--- config.mk ---
export PLATFORM = sky130hd
export DESIGN_NAME = ufd_uart_fifo_dma
export DESIGN_NICKNAME = d
export VERILOG_FILES = /design/src/ufd_pkg.sv /design/src/ufd_uart_fifo_dma.sv
export SDC_FILE = /design/constraint.sdc
export NUM_CORES = 1
export LEC_CHECK = 0
export BUFFER_PORTS_ARGS = -buffer_cell sky130_fd_sc_hd__buf_2
export CORE_MARGIN = 3
export CORE_UTILIZATION = 49
export CTS_CLUSTER_DIAMETER = 200
export DETAILED_ROUTE_END_ITERATION = 10
export PLACE_DENSITY_LB_ADDON = 0.08
export SYNTH_ARGS = -nofsm -noshare
export SYNTH_HDL_FRONTEND = slang
export SYNTH_SLANG_ARGS = --single-unit
export TNS_END_PERCENT = 50
--- constraint.sdc ---
create_clock -name aclk -period 5.8 [get_ports aclk]
set_input_delay 1.45 -clock aclk [delete_from_list [all_inputs] [get_ports aclk]]
set_output_delay 1.45 -clock aclk [all_outputs]
set_load 0.02 [all_outputs]
--- src/ufd_pkg.sv ---
// Package: register map, field layout and types for the UART data-port and DMA-request block
`default_nettype none
package ufd_pkg;
  localparam int          ADDR_W        = 8;
  localparam int          DEPTH         = 32;
  localparam int          PTR_W         = 5;
  localparam int          CNT_W         = 6;
  localparam logic [7:0]  OFF_DATA      = 8'h1c;
  localparam logic [7:0]  OFF_CFG       = 8'h20;
  localparam logic [7:0]  OFF_PEEK      = 8'h24;
  localparam int          CFG_TXEN_BIT  = 0;
  localparam int          CFG_RXEN_BIT  = 1;
  localparam int          CFG_TXLVL_LSB = 8;
  localparam int          CFG_RXLVL_LSB = 16;
  localparam logic [5:0]  LVL_RST       = 6'h00;
  localparam logic [5:0]  FIFO_FULL_CNT = 6'h20;
  localparam logic [1:0]  RESP_OKAY     = 2'h0;
  localparam logic [1:0]  RESP_SLVERR   = 2'h2;
  localparam logic [7:0]  PEEK_EMPTY    = 8'h00;

  // Software-visible DMA request configuration
  typedef struct packed {
    logic [5:0] rx_lvl;
    logic [5:0] tx_lvl;
    logic       rx_en;
    logic       tx_en;
  } ufd_cfg_t;

  localparam ufd_cfg_t CFG_RST = '{rx_lvl: LVL_RST, tx_lvl: LVL_RST, rx_en: 1'b0, tx_en: 1'b0};

  // Register selected by a bus address
  typedef enum logic [1:0] {SEL_NONE, SEL_DATA, SEL_CFG, SEL_PEEK} ufd_sel_t;
endpackage : ufd_pkg
`default_nettype wire

--- src/ufd_uart_fifo_dma.sv ---
// Design: UART shared data port, receive/transmit FIFOs and DMA level requests behind AXI4-Lite
//
// Local design decision: the AXI4-Lite interface to the registers.
`default_nettype none
module ufd_uart_fifo_dma (
  input  wire logic                       aclk,
  input  wire logic                       aresetn,
  input  wire logic [ufd_pkg::ADDR_W-1:0] s_axi_awaddr,
  input  wire logic [2:0]                 s_axi_awprot,
  input  wire logic                       s_axi_awvalid,
  output logic                            s_axi_awready,
  input  wire logic [31:0]                s_axi_wdata,
  input  wire logic [3:0]                 s_axi_wstrb,
  input  wire logic                       s_axi_wvalid,
  output logic                            s_axi_wready,
  output logic [1:0]                      s_axi_bresp,
  output logic                            s_axi_bvalid,
  input  wire logic                       s_axi_bready,
  input  wire logic [ufd_pkg::ADDR_W-1:0] s_axi_araddr,
  input  wire logic [2:0]                 s_axi_arprot,
  input  wire logic                       s_axi_arvalid,
  output logic                            s_axi_arready,
  output logic [31:0]                     s_axi_rdata,
  output logic [1:0]                      s_axi_rresp,
  output logic                            s_axi_rvalid,
  input  wire logic                       s_axi_rready,
  input  wire logic [7:0]                 rx_in_data,
  input  wire logic                       rx_in_valid,
  output logic                            rx_in_ready,
  output logic [7:0]                      tx_out_data,
  output logic                            tx_out_valid,
  input  wire logic                       tx_out_ready,
  output logic                            rx_dma_req,
  output logic                            tx_dma_req,
  output logic [ufd_pkg::CNT_W-1:0]       rx_level,
  output logic [ufd_pkg::CNT_W-1:0]       tx_level
);

  // Address decode shared by the read and write paths
  function automatic ufd_pkg::ufd_sel_t reg_sel(input logic [ufd_pkg::ADDR_W-1:0] addr);
    case (addr)
      ufd_pkg::OFF_DATA: reg_sel = ufd_pkg::SEL_DATA;
      ufd_pkg::OFF_CFG:  reg_sel = ufd_pkg::SEL_CFG;
      ufd_pkg::OFF_PEEK: reg_sel = ufd_pkg::SEL_PEEK;
      default:           reg_sel = ufd_pkg::SEL_NONE;
    endcase
  endfunction : reg_sel

  // Pointer advance with natural wrap at the depth
  function automatic logic [ufd_pkg::PTR_W-1:0] ptr_inc(input logic [ufd_pkg::PTR_W-1:0] p);
    ptr_inc = p + 5'h01;
  endfunction : ptr_inc

  // Storage, no reset needed on the data words
  logic [7:0]                 rx_mem [ufd_pkg::DEPTH];
  logic [7:0]                 tx_mem [ufd_pkg::DEPTH];

  logic [ufd_pkg::PTR_W-1:0]  rx_wp_r, rx_wp_nxt, rx_rp_r, rx_rp_nxt;
  logic [ufd_pkg::PTR_W-1:0]  tx_wp_r, tx_wp_nxt, tx_rp_r, tx_rp_nxt;
  logic [ufd_pkg::CNT_W-1:0]  rx_cnt_r, rx_cnt_nxt, tx_cnt_r, tx_cnt_nxt;
  ufd_pkg::ufd_cfg_t          cfg_r, cfg_nxt;
  logic                       rx_act_r, rx_act_nxt, tx_act_r, tx_act_nxt;
  logic                       rx_rdy_r, rx_rdy_nxt;
  logic [7:0]                 txo_data_r, txo_data_nxt;
  logic                       txo_valid_r, txo_valid_nxt;

  logic [ufd_pkg::ADDR_W-1:0] aw_addr_r, aw_addr_nxt;
  logic                       aw_have_r, aw_have_nxt;
  logic                       awrdy_r, awrdy_nxt, wrdy_r, wrdy_nxt;
  logic [31:0]                w_data_r, w_data_nxt;
  logic [3:0]                 w_strb_r, w_strb_nxt;
  logic                       w_have_r, w_have_nxt;
  logic                       bvalid_r, bvalid_nxt;
  logic [1:0]                 bresp_r, bresp_nxt;
  logic                       arready_r, arready_nxt;
  logic                       rvalid_r, rvalid_nxt;
  logic [31:0]                rdata_r, rdata_nxt;
  logic [1:0]                 rresp_r, rresp_nxt;

  logic                       rx_push, rx_pop, tx_push, tx_pop;
  logic                       do_write;
  ufd_pkg::ufd_sel_t          wsel, rsel;

  // Bus handshakes and FIFO strobes
  always_comb begin
    wsel     = reg_sel(aw_addr_r);
    rsel     = reg_sel(s_axi_araddr);
    do_write = aw_have_r && w_have_r && !bvalid_r;
    rx_push  = rx_in_valid && rx_rdy_r;
    rx_pop   = s_axi_arvalid && arready_r && (rsel == ufd_pkg::SEL_DATA) && (rx_cnt_r != 6'h00);
    tx_push  = do_write && (wsel == ufd_pkg::SEL_DATA) && w_strb_r[0]
               && (tx_cnt_r != ufd_pkg::FIFO_FULL_CNT);
    // Output stage reloads when empty or being taken by the serialiser
    tx_pop   = (!txo_valid_r || tx_out_ready) && (tx_cnt_r != 6'h00);
  end

  // Write channel: address and data taken in either order
  always_comb begin
    aw_addr_nxt = aw_addr_r;
    aw_have_nxt = aw_have_r;
    w_data_nxt  = w_data_r;
    w_strb_nxt  = w_strb_r;
    w_have_nxt  = w_have_r;
    bvalid_nxt  = bvalid_r;
    bresp_nxt   = bresp_r;
    cfg_nxt     = cfg_r;
    if (s_axi_awvalid && !aw_have_r) begin
      aw_addr_nxt = s_axi_awaddr;
      aw_have_nxt = 1'b1;
    end
    if (s_axi_wvalid && !w_have_r) begin
      w_data_nxt = s_axi_wdata;
      w_strb_nxt = s_axi_wstrb;
      w_have_nxt = 1'b1;
    end
    if (do_write) begin
      aw_have_nxt = 1'b0;
      w_have_nxt  = 1'b0;
      bvalid_nxt  = 1'b1;
      bresp_nxt   = (wsel == ufd_pkg::SEL_NONE) ? ufd_pkg::RESP_SLVERR : ufd_pkg::RESP_OKAY;
      // Byte lanes steer each field; enables reset to 0 via CFG_RST
      if (wsel == ufd_pkg::SEL_CFG) begin
        if (w_strb_r[0]) begin
          cfg_nxt.tx_en = w_data_r[ufd_pkg::CFG_TXEN_BIT];
          cfg_nxt.rx_en = w_data_r[ufd_pkg::CFG_RXEN_BIT];
        end
        if (w_strb_r[1]) begin
          cfg_nxt.tx_lvl = w_data_r[ufd_pkg::CFG_TXLVL_LSB +: 6];
        end
        if (w_strb_r[2]) begin
          cfg_nxt.rx_lvl = w_data_r[ufd_pkg::CFG_RXLVL_LSB +: 6];
        end
      end
    end
    if (bvalid_r && s_axi_bready) begin
      bvalid_nxt = 1'b0;
    end
    // Ready flags kept in their own flops so the ports come straight from registers
    awrdy_nxt = !aw_have_nxt;
    wrdy_nxt  = !w_have_nxt;
  end

  // Read channel: one read outstanding, answer one cycle after the address
  always_comb begin
    arready_nxt = arready_r;
    rvalid_nxt  = rvalid_r;
    rdata_nxt   = rdata_r;
    rresp_nxt   = rresp_r;
    // Idle with neither flag set only right after reset: open the address channel
    if (!arready_r && !rvalid_r) begin
      arready_nxt = 1'b1;
    end
    if (s_axi_arvalid && arready_r) begin
      arready_nxt = 1'b0;
      rvalid_nxt  = 1'b1;
      rdata_nxt   = 32'h0000_0000;
      rresp_nxt   = ufd_pkg::RESP_OKAY;
      case (rsel)
        ufd_pkg::SEL_DATA: begin
          // Empty receive FIFO reads as zero without moving pointers
          if (rx_cnt_r != 6'h00) begin
            rdata_nxt[7:0] = rx_mem[rx_rp_r];
          end
        end
        ufd_pkg::SEL_CFG: begin
          rdata_nxt[ufd_pkg::CFG_TXEN_BIT]        = cfg_r.tx_en;
          rdata_nxt[ufd_pkg::CFG_RXEN_BIT]        = cfg_r.rx_en;
          rdata_nxt[ufd_pkg::CFG_TXLVL_LSB +: 6]  = cfg_r.tx_lvl;
          rdata_nxt[ufd_pkg::CFG_RXLVL_LSB +: 6]  = cfg_r.rx_lvl;
        end
        ufd_pkg::SEL_PEEK: begin
          // Pure look at the head; no pointer or count changes here
          rdata_nxt[7:0] = (tx_cnt_r != 6'h00) ? tx_mem[tx_rp_r] : ufd_pkg::PEEK_EMPTY;
        end
        ufd_pkg::SEL_NONE: begin
          rresp_nxt = ufd_pkg::RESP_SLVERR;
        end
        default: begin
          rresp_nxt = ufd_pkg::RESP_SLVERR;
        end
      endcase
    end
    if (rvalid_r && s_axi_rready) begin
      rvalid_nxt  = 1'b0;
      arready_nxt = 1'b1;
    end
  end

  // FIFO pointers and 6-bit occupancy counts
  always_comb begin
    rx_wp_nxt  = rx_push ? ptr_inc(rx_wp_r) : rx_wp_r;
    rx_rp_nxt  = rx_pop ? ptr_inc(rx_rp_r) : rx_rp_r;
    tx_wp_nxt  = tx_push ? ptr_inc(tx_wp_r) : tx_wp_r;
    tx_rp_nxt  = tx_pop ? ptr_inc(tx_rp_r) : tx_rp_r;
    rx_cnt_nxt = rx_cnt_r + {5'h00, rx_push} - {5'h00, rx_pop};
    tx_cnt_nxt = tx_cnt_r + {5'h00, tx_push} - {5'h00, tx_pop};
    // Registered ready stays honest since pops only lower the count
    rx_rdy_nxt = (rx_cnt_nxt != ufd_pkg::FIFO_FULL_CNT);
    txo_valid_nxt = txo_valid_r;
    txo_data_nxt  = txo_data_r;
    if (tx_pop) begin
      txo_valid_nxt = 1'b1;
      txo_data_nxt  = tx_mem[tx_rp_r];
    end else if (tx_out_ready) begin
      txo_valid_nxt = 1'b0;
    end
  end

  // DMA request latches: set once past the threshold (rx above rx_lvl, tx below tx_lvl), held until empty or full
  // Next config is used so an enable write gates the request on the same edge it lands
  always_comb begin
    rx_act_nxt = rx_act_r;
    tx_act_nxt = tx_act_r;
    if (!cfg_nxt.rx_en) begin
      rx_act_nxt = 1'b0;
    end else if (rx_cnt_nxt > cfg_nxt.rx_lvl) begin
      rx_act_nxt = 1'b1;
    end else if (rx_cnt_nxt == 6'h00) begin
      rx_act_nxt = 1'b0;
    end
    if (!cfg_nxt.tx_en) begin
      tx_act_nxt = 1'b0;
    end else if (tx_cnt_nxt == ufd_pkg::FIFO_FULL_CNT) begin
      tx_act_nxt = 1'b0;
    end else if (tx_cnt_nxt < cfg_nxt.tx_lvl) begin
      tx_act_nxt = 1'b1;
    end
  end

  // FIFO storage writes
  always_ff @(posedge aclk) begin
    if (rx_push) begin
      rx_mem[rx_wp_r] <= rx_in_data;
    end
    if (tx_push) begin
      tx_mem[tx_wp_r] <= w_data_r[7:0];
    end
  end

  // State registers
  always_ff @(posedge aclk) begin
    if (!aresetn) begin
      rx_wp_r     <= 5'h00;
      rx_rp_r     <= 5'h00;
      tx_wp_r     <= 5'h00;
      tx_rp_r     <= 5'h00;
      rx_cnt_r    <= 6'h00;
      tx_cnt_r    <= 6'h00;
      cfg_r       <= ufd_pkg::CFG_RST;
      rx_act_r    <= 1'b0;
      tx_act_r    <= 1'b0;
      rx_rdy_r    <= 1'b0;
      txo_data_r  <= 8'h00;
      txo_valid_r <= 1'b0;
      aw_addr_r   <= 8'h00;
      aw_have_r   <= 1'b0;
      w_data_r    <= 32'h0000_0000;
      w_strb_r    <= 4'h0;
      w_have_r    <= 1'b0;
      awrdy_r     <= 1'b1;
      wrdy_r      <= 1'b1;
      bvalid_r    <= 1'b0;
      bresp_r     <= 2'h0;
      arready_r   <= 1'b0;
      rvalid_r    <= 1'b0;
      rdata_r     <= 32'h0000_0000;
      rresp_r     <= 2'h0;
    end else begin
      rx_wp_r     <= rx_wp_nxt;
      rx_rp_r     <= rx_rp_nxt;
      tx_wp_r     <= tx_wp_nxt;
      tx_rp_r     <= tx_rp_nxt;
      rx_cnt_r    <= rx_cnt_nxt;
      tx_cnt_r    <= tx_cnt_nxt;
      cfg_r       <= cfg_nxt;
      rx_act_r    <= rx_act_nxt;
      tx_act_r    <= tx_act_nxt;
      rx_rdy_r    <= rx_rdy_nxt;
      txo_data_r  <= txo_data_nxt;
      txo_valid_r <= txo_valid_nxt;
      aw_addr_r   <= aw_addr_nxt;
      aw_have_r   <= aw_have_nxt;
      w_data_r    <= w_data_nxt;
      w_strb_r    <= w_strb_nxt;
      w_have_r    <= w_have_nxt;
      awrdy_r     <= awrdy_nxt;
      wrdy_r      <= wrdy_nxt;
      bvalid_r    <= bvalid_nxt;
      bresp_r     <= bresp_nxt;
      arready_r   <= arready_nxt;
      rvalid_r    <= rvalid_nxt;
      rdata_r     <= rdata_nxt;
      rresp_r     <= rresp_nxt;
    end
  end

  // Outputs straight from flops
  assign s_axi_awready = awrdy_r;
  assign s_axi_wready  = wrdy_r;
  assign s_axi_bvalid  = bvalid_r;
  assign s_axi_bresp   = bresp_r;
  assign s_axi_arready = arready_r;
  assign s_axi_rvalid  = rvalid_r;
  assign s_axi_rdata   = rdata_r;
  assign s_axi_rresp   = rresp_r;
  assign rx_in_ready   = rx_rdy_r;
  assign tx_out_data   = txo_data_r;
  assign tx_out_valid  = txo_valid_r;
  assign rx_dma_req    = rx_act_r;
  assign tx_dma_req    = tx_act_r;
  assign rx_level      = rx_cnt_r;
  assign tx_level      = tx_cnt_r;

endmodule : ufd_uart_fifo_dma
`default_nettype wire

Word level (Yosys, flattened, before mapping)
Memory sizes are Yosys's and may differ from the RTL's. A register that Yosys moved wholly into a read port is not among the register bits.
Cells that the tools add are included.
{"block": "word_totals", "mem_bits_rw": 512, "mem_count": 2, "output_inout_bits": 65, "reg_bits": 122}
{"block": "classes", "order_cmp": 2, "muxes": 34, "eq_ne": 14, "n_reduce_logical": 36, "bitwise_logic": 2, "add_sub_neg": 8}
{"memory": "rx_mem", "words": 32, "word_bits": 8, "rd": 1, "rd_clocked_by_memory_dff": 1, "wr": 1, "line": "ufd_uart_fifo_dma.sv:55", "text": "logic [7:0] rx_mem [ufd_pkg::DEPTH];"}
{"memory": "tx_mem", "words": 32, "word_bits": 8, "rd": 1, "rd_clocked_by_memory_dff": 1, "wr": 1, "line": "ufd_uart_fifo_dma.sv:56", "text": "logic [7:0] tx_mem [ufd_pkg::DEPTH];"}
{"cell": "$eq 8x6->1 const B", "count": 4}
{"cell": "$mux 14", "count": 2}
{"cell": "$mux 6", "count": 4}
{"cell": "$add 5x1->5 const B", "count": 4}
{"cell": "$mux 5", "count": 4}
{"cell": "$pmux 2 s3", "count": 3}
{"cell": "$eq 8x5->1 const B", "count": 2}
{"cell": "$mux 8", "count": 2}
{"cell": "$logic_and 1x1->1", "count": 15}
{"cell": "$mux 1", "count": 15}
{"cell": "$add 6x1->6", "count": 2}
{"cell": "$ne 6x6->1 const B", "count": 2}
{"cell": "$pmux 6 s2", "count": 1}
{"cell": "$reduce_bool 6->1", "count": 2}
{"cell": "$sub 6x1->6", "count": 2}
{"cell": "$logic_not 1->1", "count": 8}
{"cell": "$eq 2x2->1 const B", "count": 3}
{"cell": "$eq 6x6->1 const B", "count": 1}
{"cell": "$gt 6x6->1", "count": 1}
{"cell": "$logic_not 6->1", "count": 1}
{"cell": "$lt 6x6->1", "count": 1}
{"cell": "$mux 2", "count": 3}
{"cell": "$eq 2x1->1 const B", "count": 2}
{"cell": "$logic_not 2->1", "count": 2}
{"cell": "7 further kinds", "count": 10}

Depth between registers and ports, before layout
{"block": "logic_depth", "depth_word": 10, "mapped_depth": 21, "mapped_depth_nobuf": 21}

Worst setup path before layout
Ideal clock, no wire load.
{"block": "synth_timing", "kind": "input-to-reg", "from": "input port s_axi_araddr[7] (netlist bit)", "to": "register rx_act_r, in the netlist rx_dma_req", "arrival_ns": 4.384, "setup_slack_ns": 1.290, "path_buffers": 0, "t_required_ns": 5.673, "setup_ns": 0.127, "path_stages": 15, "path_cell_list": "nor4b_1 -> o21ai_0 -> nor3_2 -> xnor2_1 -> ha_1 -> fa_1 -> a21oi_1 -> nor2_1 -> nor2_1 -> xnor2_1 -> ha_1 -> a211oi_1 -> o21ai_0 -> o211ai_1 -> a21boi_1"}
{"block": "synth_via", "elab_chain_len": 8, "word_cells_on_any_way": 12}
{"item": "start: declaration", "line": "ufd_uart_fifo_dma.sv:19", "text": "input wire logic [ufd_pkg::ADDR_W-1:0] s_axi_araddr,"}
{"item": "$eq 8x6->1 / $eq 8x5->1 (equally long branches)", "line": "ufd_uart_fifo_dma.sv:41", "text": "case (addr)"}
{"item": "$pmux 2 s3 (*)", "line": "ufd_uart_fifo_dma.sv:41"}
{"item": "$eq 2x1->1 (*)", "line": "ufd_uart_fifo_dma.sv:90", "text": "rx_pop = s_axi_arvalid && arready_r && (rsel == ufd_pkg::SEL_DATA) && (rx_cnt_r != 6'h00);"}
{"item": "$logic_and 1x1->1 (*) (2 in series)", "line": "ufd_uart_fifo_dma.sv:90"}
{"item": "$sub 6x1->6 (*)", "line": "ufd_uart_fifo_dma.sv:195", "text": "rx_cnt_nxt = rx_cnt_r + {5'h00, rx_push} - {5'h00, rx_pop};"}
{"item": "net rx_cnt_nxt (one bit)", "line": "ufd_uart_fifo_dma.sv:60", "text": "logic [ufd_pkg::CNT_W-1:0] rx_cnt_r, rx_cnt_nxt, tx_cnt_r, tx_cnt_nxt;"}
{"item": "$gt 6x6->1 / $logic_not 6->1 (equally long branches)", "line": "ufd_uart_fifo_dma.sv:216, ufd_uart_fifo_dma.sv:218"}
{"item": "$mux 1 / $reduce_bool 2->1 (equally long branches)"}
{"item": "end signal: assignment", "line": "ufd_uart_fifo_dma.sv:276", "text": "rx_act_r <= rx_act_nxt;"}
{"item": "end: declaration", "line": "ufd_uart_fifo_dma.sv:62", "text": "logic rx_act_r, rx_act_nxt, tx_act_r, tx_act_nxt;"}
The timed path passes the listed nets; every way through them passes the cells marked *.
A chain may end at the register's enable or synchronous reset.

Worst setup path after layout
Same ends and word-level chain as after synthesis.

==> impl_metrics.yaml <==
yosys:
  synth-seq-cells: 640
  synth_area_leader_cell: "edfxtp_1"
  async_reset_ff_share_pct: 0
  synth_top_area_share_pct: 60.4
  synthDistinctLibCells: 63
  synth_edf_count: 512
  ys_seq_area_share_pct: 70.4
  syn_area_per_cell_um2: 16.3
  syn_inst: 1563
  netlist_area_um2: 25500
  ys_top_cells_by_area: "edfxtp_1 60%, mux4_2 11%, dfxtp_1 10%"
  ys.flop_type: "edfxtp_1"
  yosys_warnings: 0
setup_path:
  start_kind: "input pin"
  crit_end: "rx_dma_req"
  reg2reg_setup_slack_ns: 1.54
  cpPeakStageDelay_ns: 0.52
  critical_path_required_ns: 6.26
  worstPathArrival_ns: 4.97
  crit_cells: 16
  critPathTopFamily: "simple AND/OR/NAND/NOR gates"
  worstPathMaxFanout: 6
  cp-startpoint: "s_axi_araddr[7]"
  crit_path_cell_trace: "buf_2, nor4b_1, o21ai_0, nor3_2, xnor2_1, ha_1, fa_1, a21oi_1, nor2_1, nor2_1, xnor2_1, ha_1, a211oi_1, o21ai_0, o211ai_1, a21boi_1"
  worstReg2RegStart: "s_axi_bvalid"
  endpoint_kind: "flip-flop"
  reg2reg_to: "tx_dma_req"
  crit_buf_inv: 1
  ff2ff_path_depth: 19
  crit_type: "in -> reg"
  cp_slowest_cell: "nor4b_1"
run_status:
  outcome: "finished clean"
detailed_routing:
  drt_wl_total_um: 57800
  via_per_inst: 5.73
  routedWlPerCell_um: 24.0
  vias: 13800
  drc: 0
  drt_iter0_drc: 1014
  firstDrtPassIters: 5
  antenna_left: 0
place:
  post-place-ws_ns: 0.718
  numPortBuffers: 106
  dpl.hpwl_um: 37100
  place.gp.congestion: 0.802
die:
  core-area_um2: 50800
  die_area_um2: 54700
  rows: 82
  die_x_um: 234
  die_y_um: 234
  initial_core_util_pct: 50.2
  io_pins: 140
layout:
  nets: 1799
  antenna-diode-count: 0
  drive_gt1_share_pct: 21.2
  layout_common_cells: "512 x edfxtp_1, 139 x nor2_1, 124 x nand2_1"
  layout_commonest_cell: "edfxtp_1"
  syn_to_final_growth_pct: 12.7
sta:
  slew_violations: 0
  rsz0062_at_grt: "false"
  fin_crit_ns: 4.51
  slew_headroom_pct: 17.2
  worst_slack_ns: 1.29
  fin_setup_tns_ns: 0
  fin_crit_sh_pct: 77.8
  fin_skew_ns: 0.0157
  max_freq_ghz: 0.222
  tightest_slew_ns: 1.21
  setup_viol: 0
  finalHoldViolations: 0
global_route:
  overflow: 0
  antenna_found_initial: 0
  grt_pass1_wl_um: 86000
  grt_pass1_vias: 13900
  grt_max_degree: 57
  grt_usage_pct: 21.4
cts:
  cts-root-buf: "clkbuf_16"
  post_cts_buffers: 0
  clkSinkCount: 640
  clk-insertion-delay-late_ns: 0.59
  htreeDepth: 3
  clk_path_buf_depth: 3
  cts_made_buffers: 69
  cts_tree: "built"
  post_cts_resized: 0
  hold_buffers: 0
  clkTransAtPathRegs_ns: 0.06
hold_path:
  hp-class: "reg -> reg"
run:
  maxCapViolations: 0
power_and_ir_drop:
  ir_drop_uv: 290
  power_density_nw_per_um2: 391
  p_leak_nw: 9.51
kinds of logic (layout without fill, tap and decap cells):
group           count (synthesis)  count (layout)  share of synthesized area [%]
buf+inv                       120             279                           2.29
simple gates                  401             401                           7.51
mux                           190             190                           13.4
compound gates                150             150                           3.64
fa+ha+maj                      39              39                           1.97
flops                         640             640                           70.4
xor+xnor                       22              22                          0.757
other cells                     1              14                         0.0147
through the flow:
step	utilization, %	hold WS [ns]	total power [mW]	instances	cell area [um^2]
after global routing	56.5	0.466	11.7	2407	28700
after floorplan	-	0.433	6.67	1576	25500
after global placement	52.4	0.439	7.21	2286	26600
final	56.5	0.452	11.2	2407	28700
after detailed placement	52.4	0.443	7.25	2286	26600
after CTS	56.5	0.451	11.3	2407	28700
layer usage:
metal	global-route usage, %	part of all wire, %	up-vias
li1	-	-	6214
met1	28.8	43	7091
met2	35.8	50	371
met3	3.69	4.6	113
met4	6.68	3.0	0
met5	0	0	-
state kept, by name (all words and copies together), names as in the netlist, 3 cells and up, named ones only:
name / flops
rx_mem: 256
tx_mem: 256
s_axi_rdata: 20
w_data_r: 20
cfg_r: 14
aw_addr_r: 8
tx_out_data: 8
rx_level: 6
tx_level: 6
rx_rp_r: 5
rx_wp_r: 5
tx_rp_r: 5
tx_wp_r: 5
w_strb_r: 3
synth_stat cells, drive strengths merged (10+ instances only):
cell	n
nor2	139
ha	37
dfxtp	128
o22ai	26
nand3b	10
edfxtp	512
and2	16
nand2	125
a21oi	68
mux4	120
buf	59
xor2	13
mux2i	66
nor2b	12
nand3	28
nor4	10
nand4	13
inv	31
clkbuf	30
tightest hold or removal path, stage by stage (launching register included):
cell	delay, ns
dfxtp_1	0.30
nand2_1	0.05
a21oi_1	0.05
cell type report:
class / count / area, um^2
multi-input combinational: 816 / 7000
inverter: 31 / 118
clock inverter: 26 / 175
fill: 4011 / 22100
tap: 672 / 841
clock buffer: 95 / 1920
timing repair buffer: 127 / 713
sequential: 640 / 17900
power by group:
part / switching [mW] / leakage, nW / internal [mW]
logic: 1.00 / 2.75 / 0.823
registers: 0.216 / 5.72 / 5.08
clock network: 1.71 / 1.03 / 2.39
total: 2.93 / 9.51 / 8.30
worst min-delay path by stage:
stage,from,end,slack (ns),cells after the start
floorplan,w_data_r[16],w_data_r[16],0.43,2
global placement,s_axi_rdata[11],s_axi_rdata[11],0.44,2
detailed placement,s_axi_rdata[21],s_axi_rdata[21],0.44,2
CTS,s_axi_rdata[21],s_axi_rdata[21],0.45,2
global route,s_axi_rdata[21],s_axi_rdata[21],0.47,2
finish,s_axi_rdata[21],s_axi_rdata[21],0.45,2
Power figures use the tool's default switching activity.
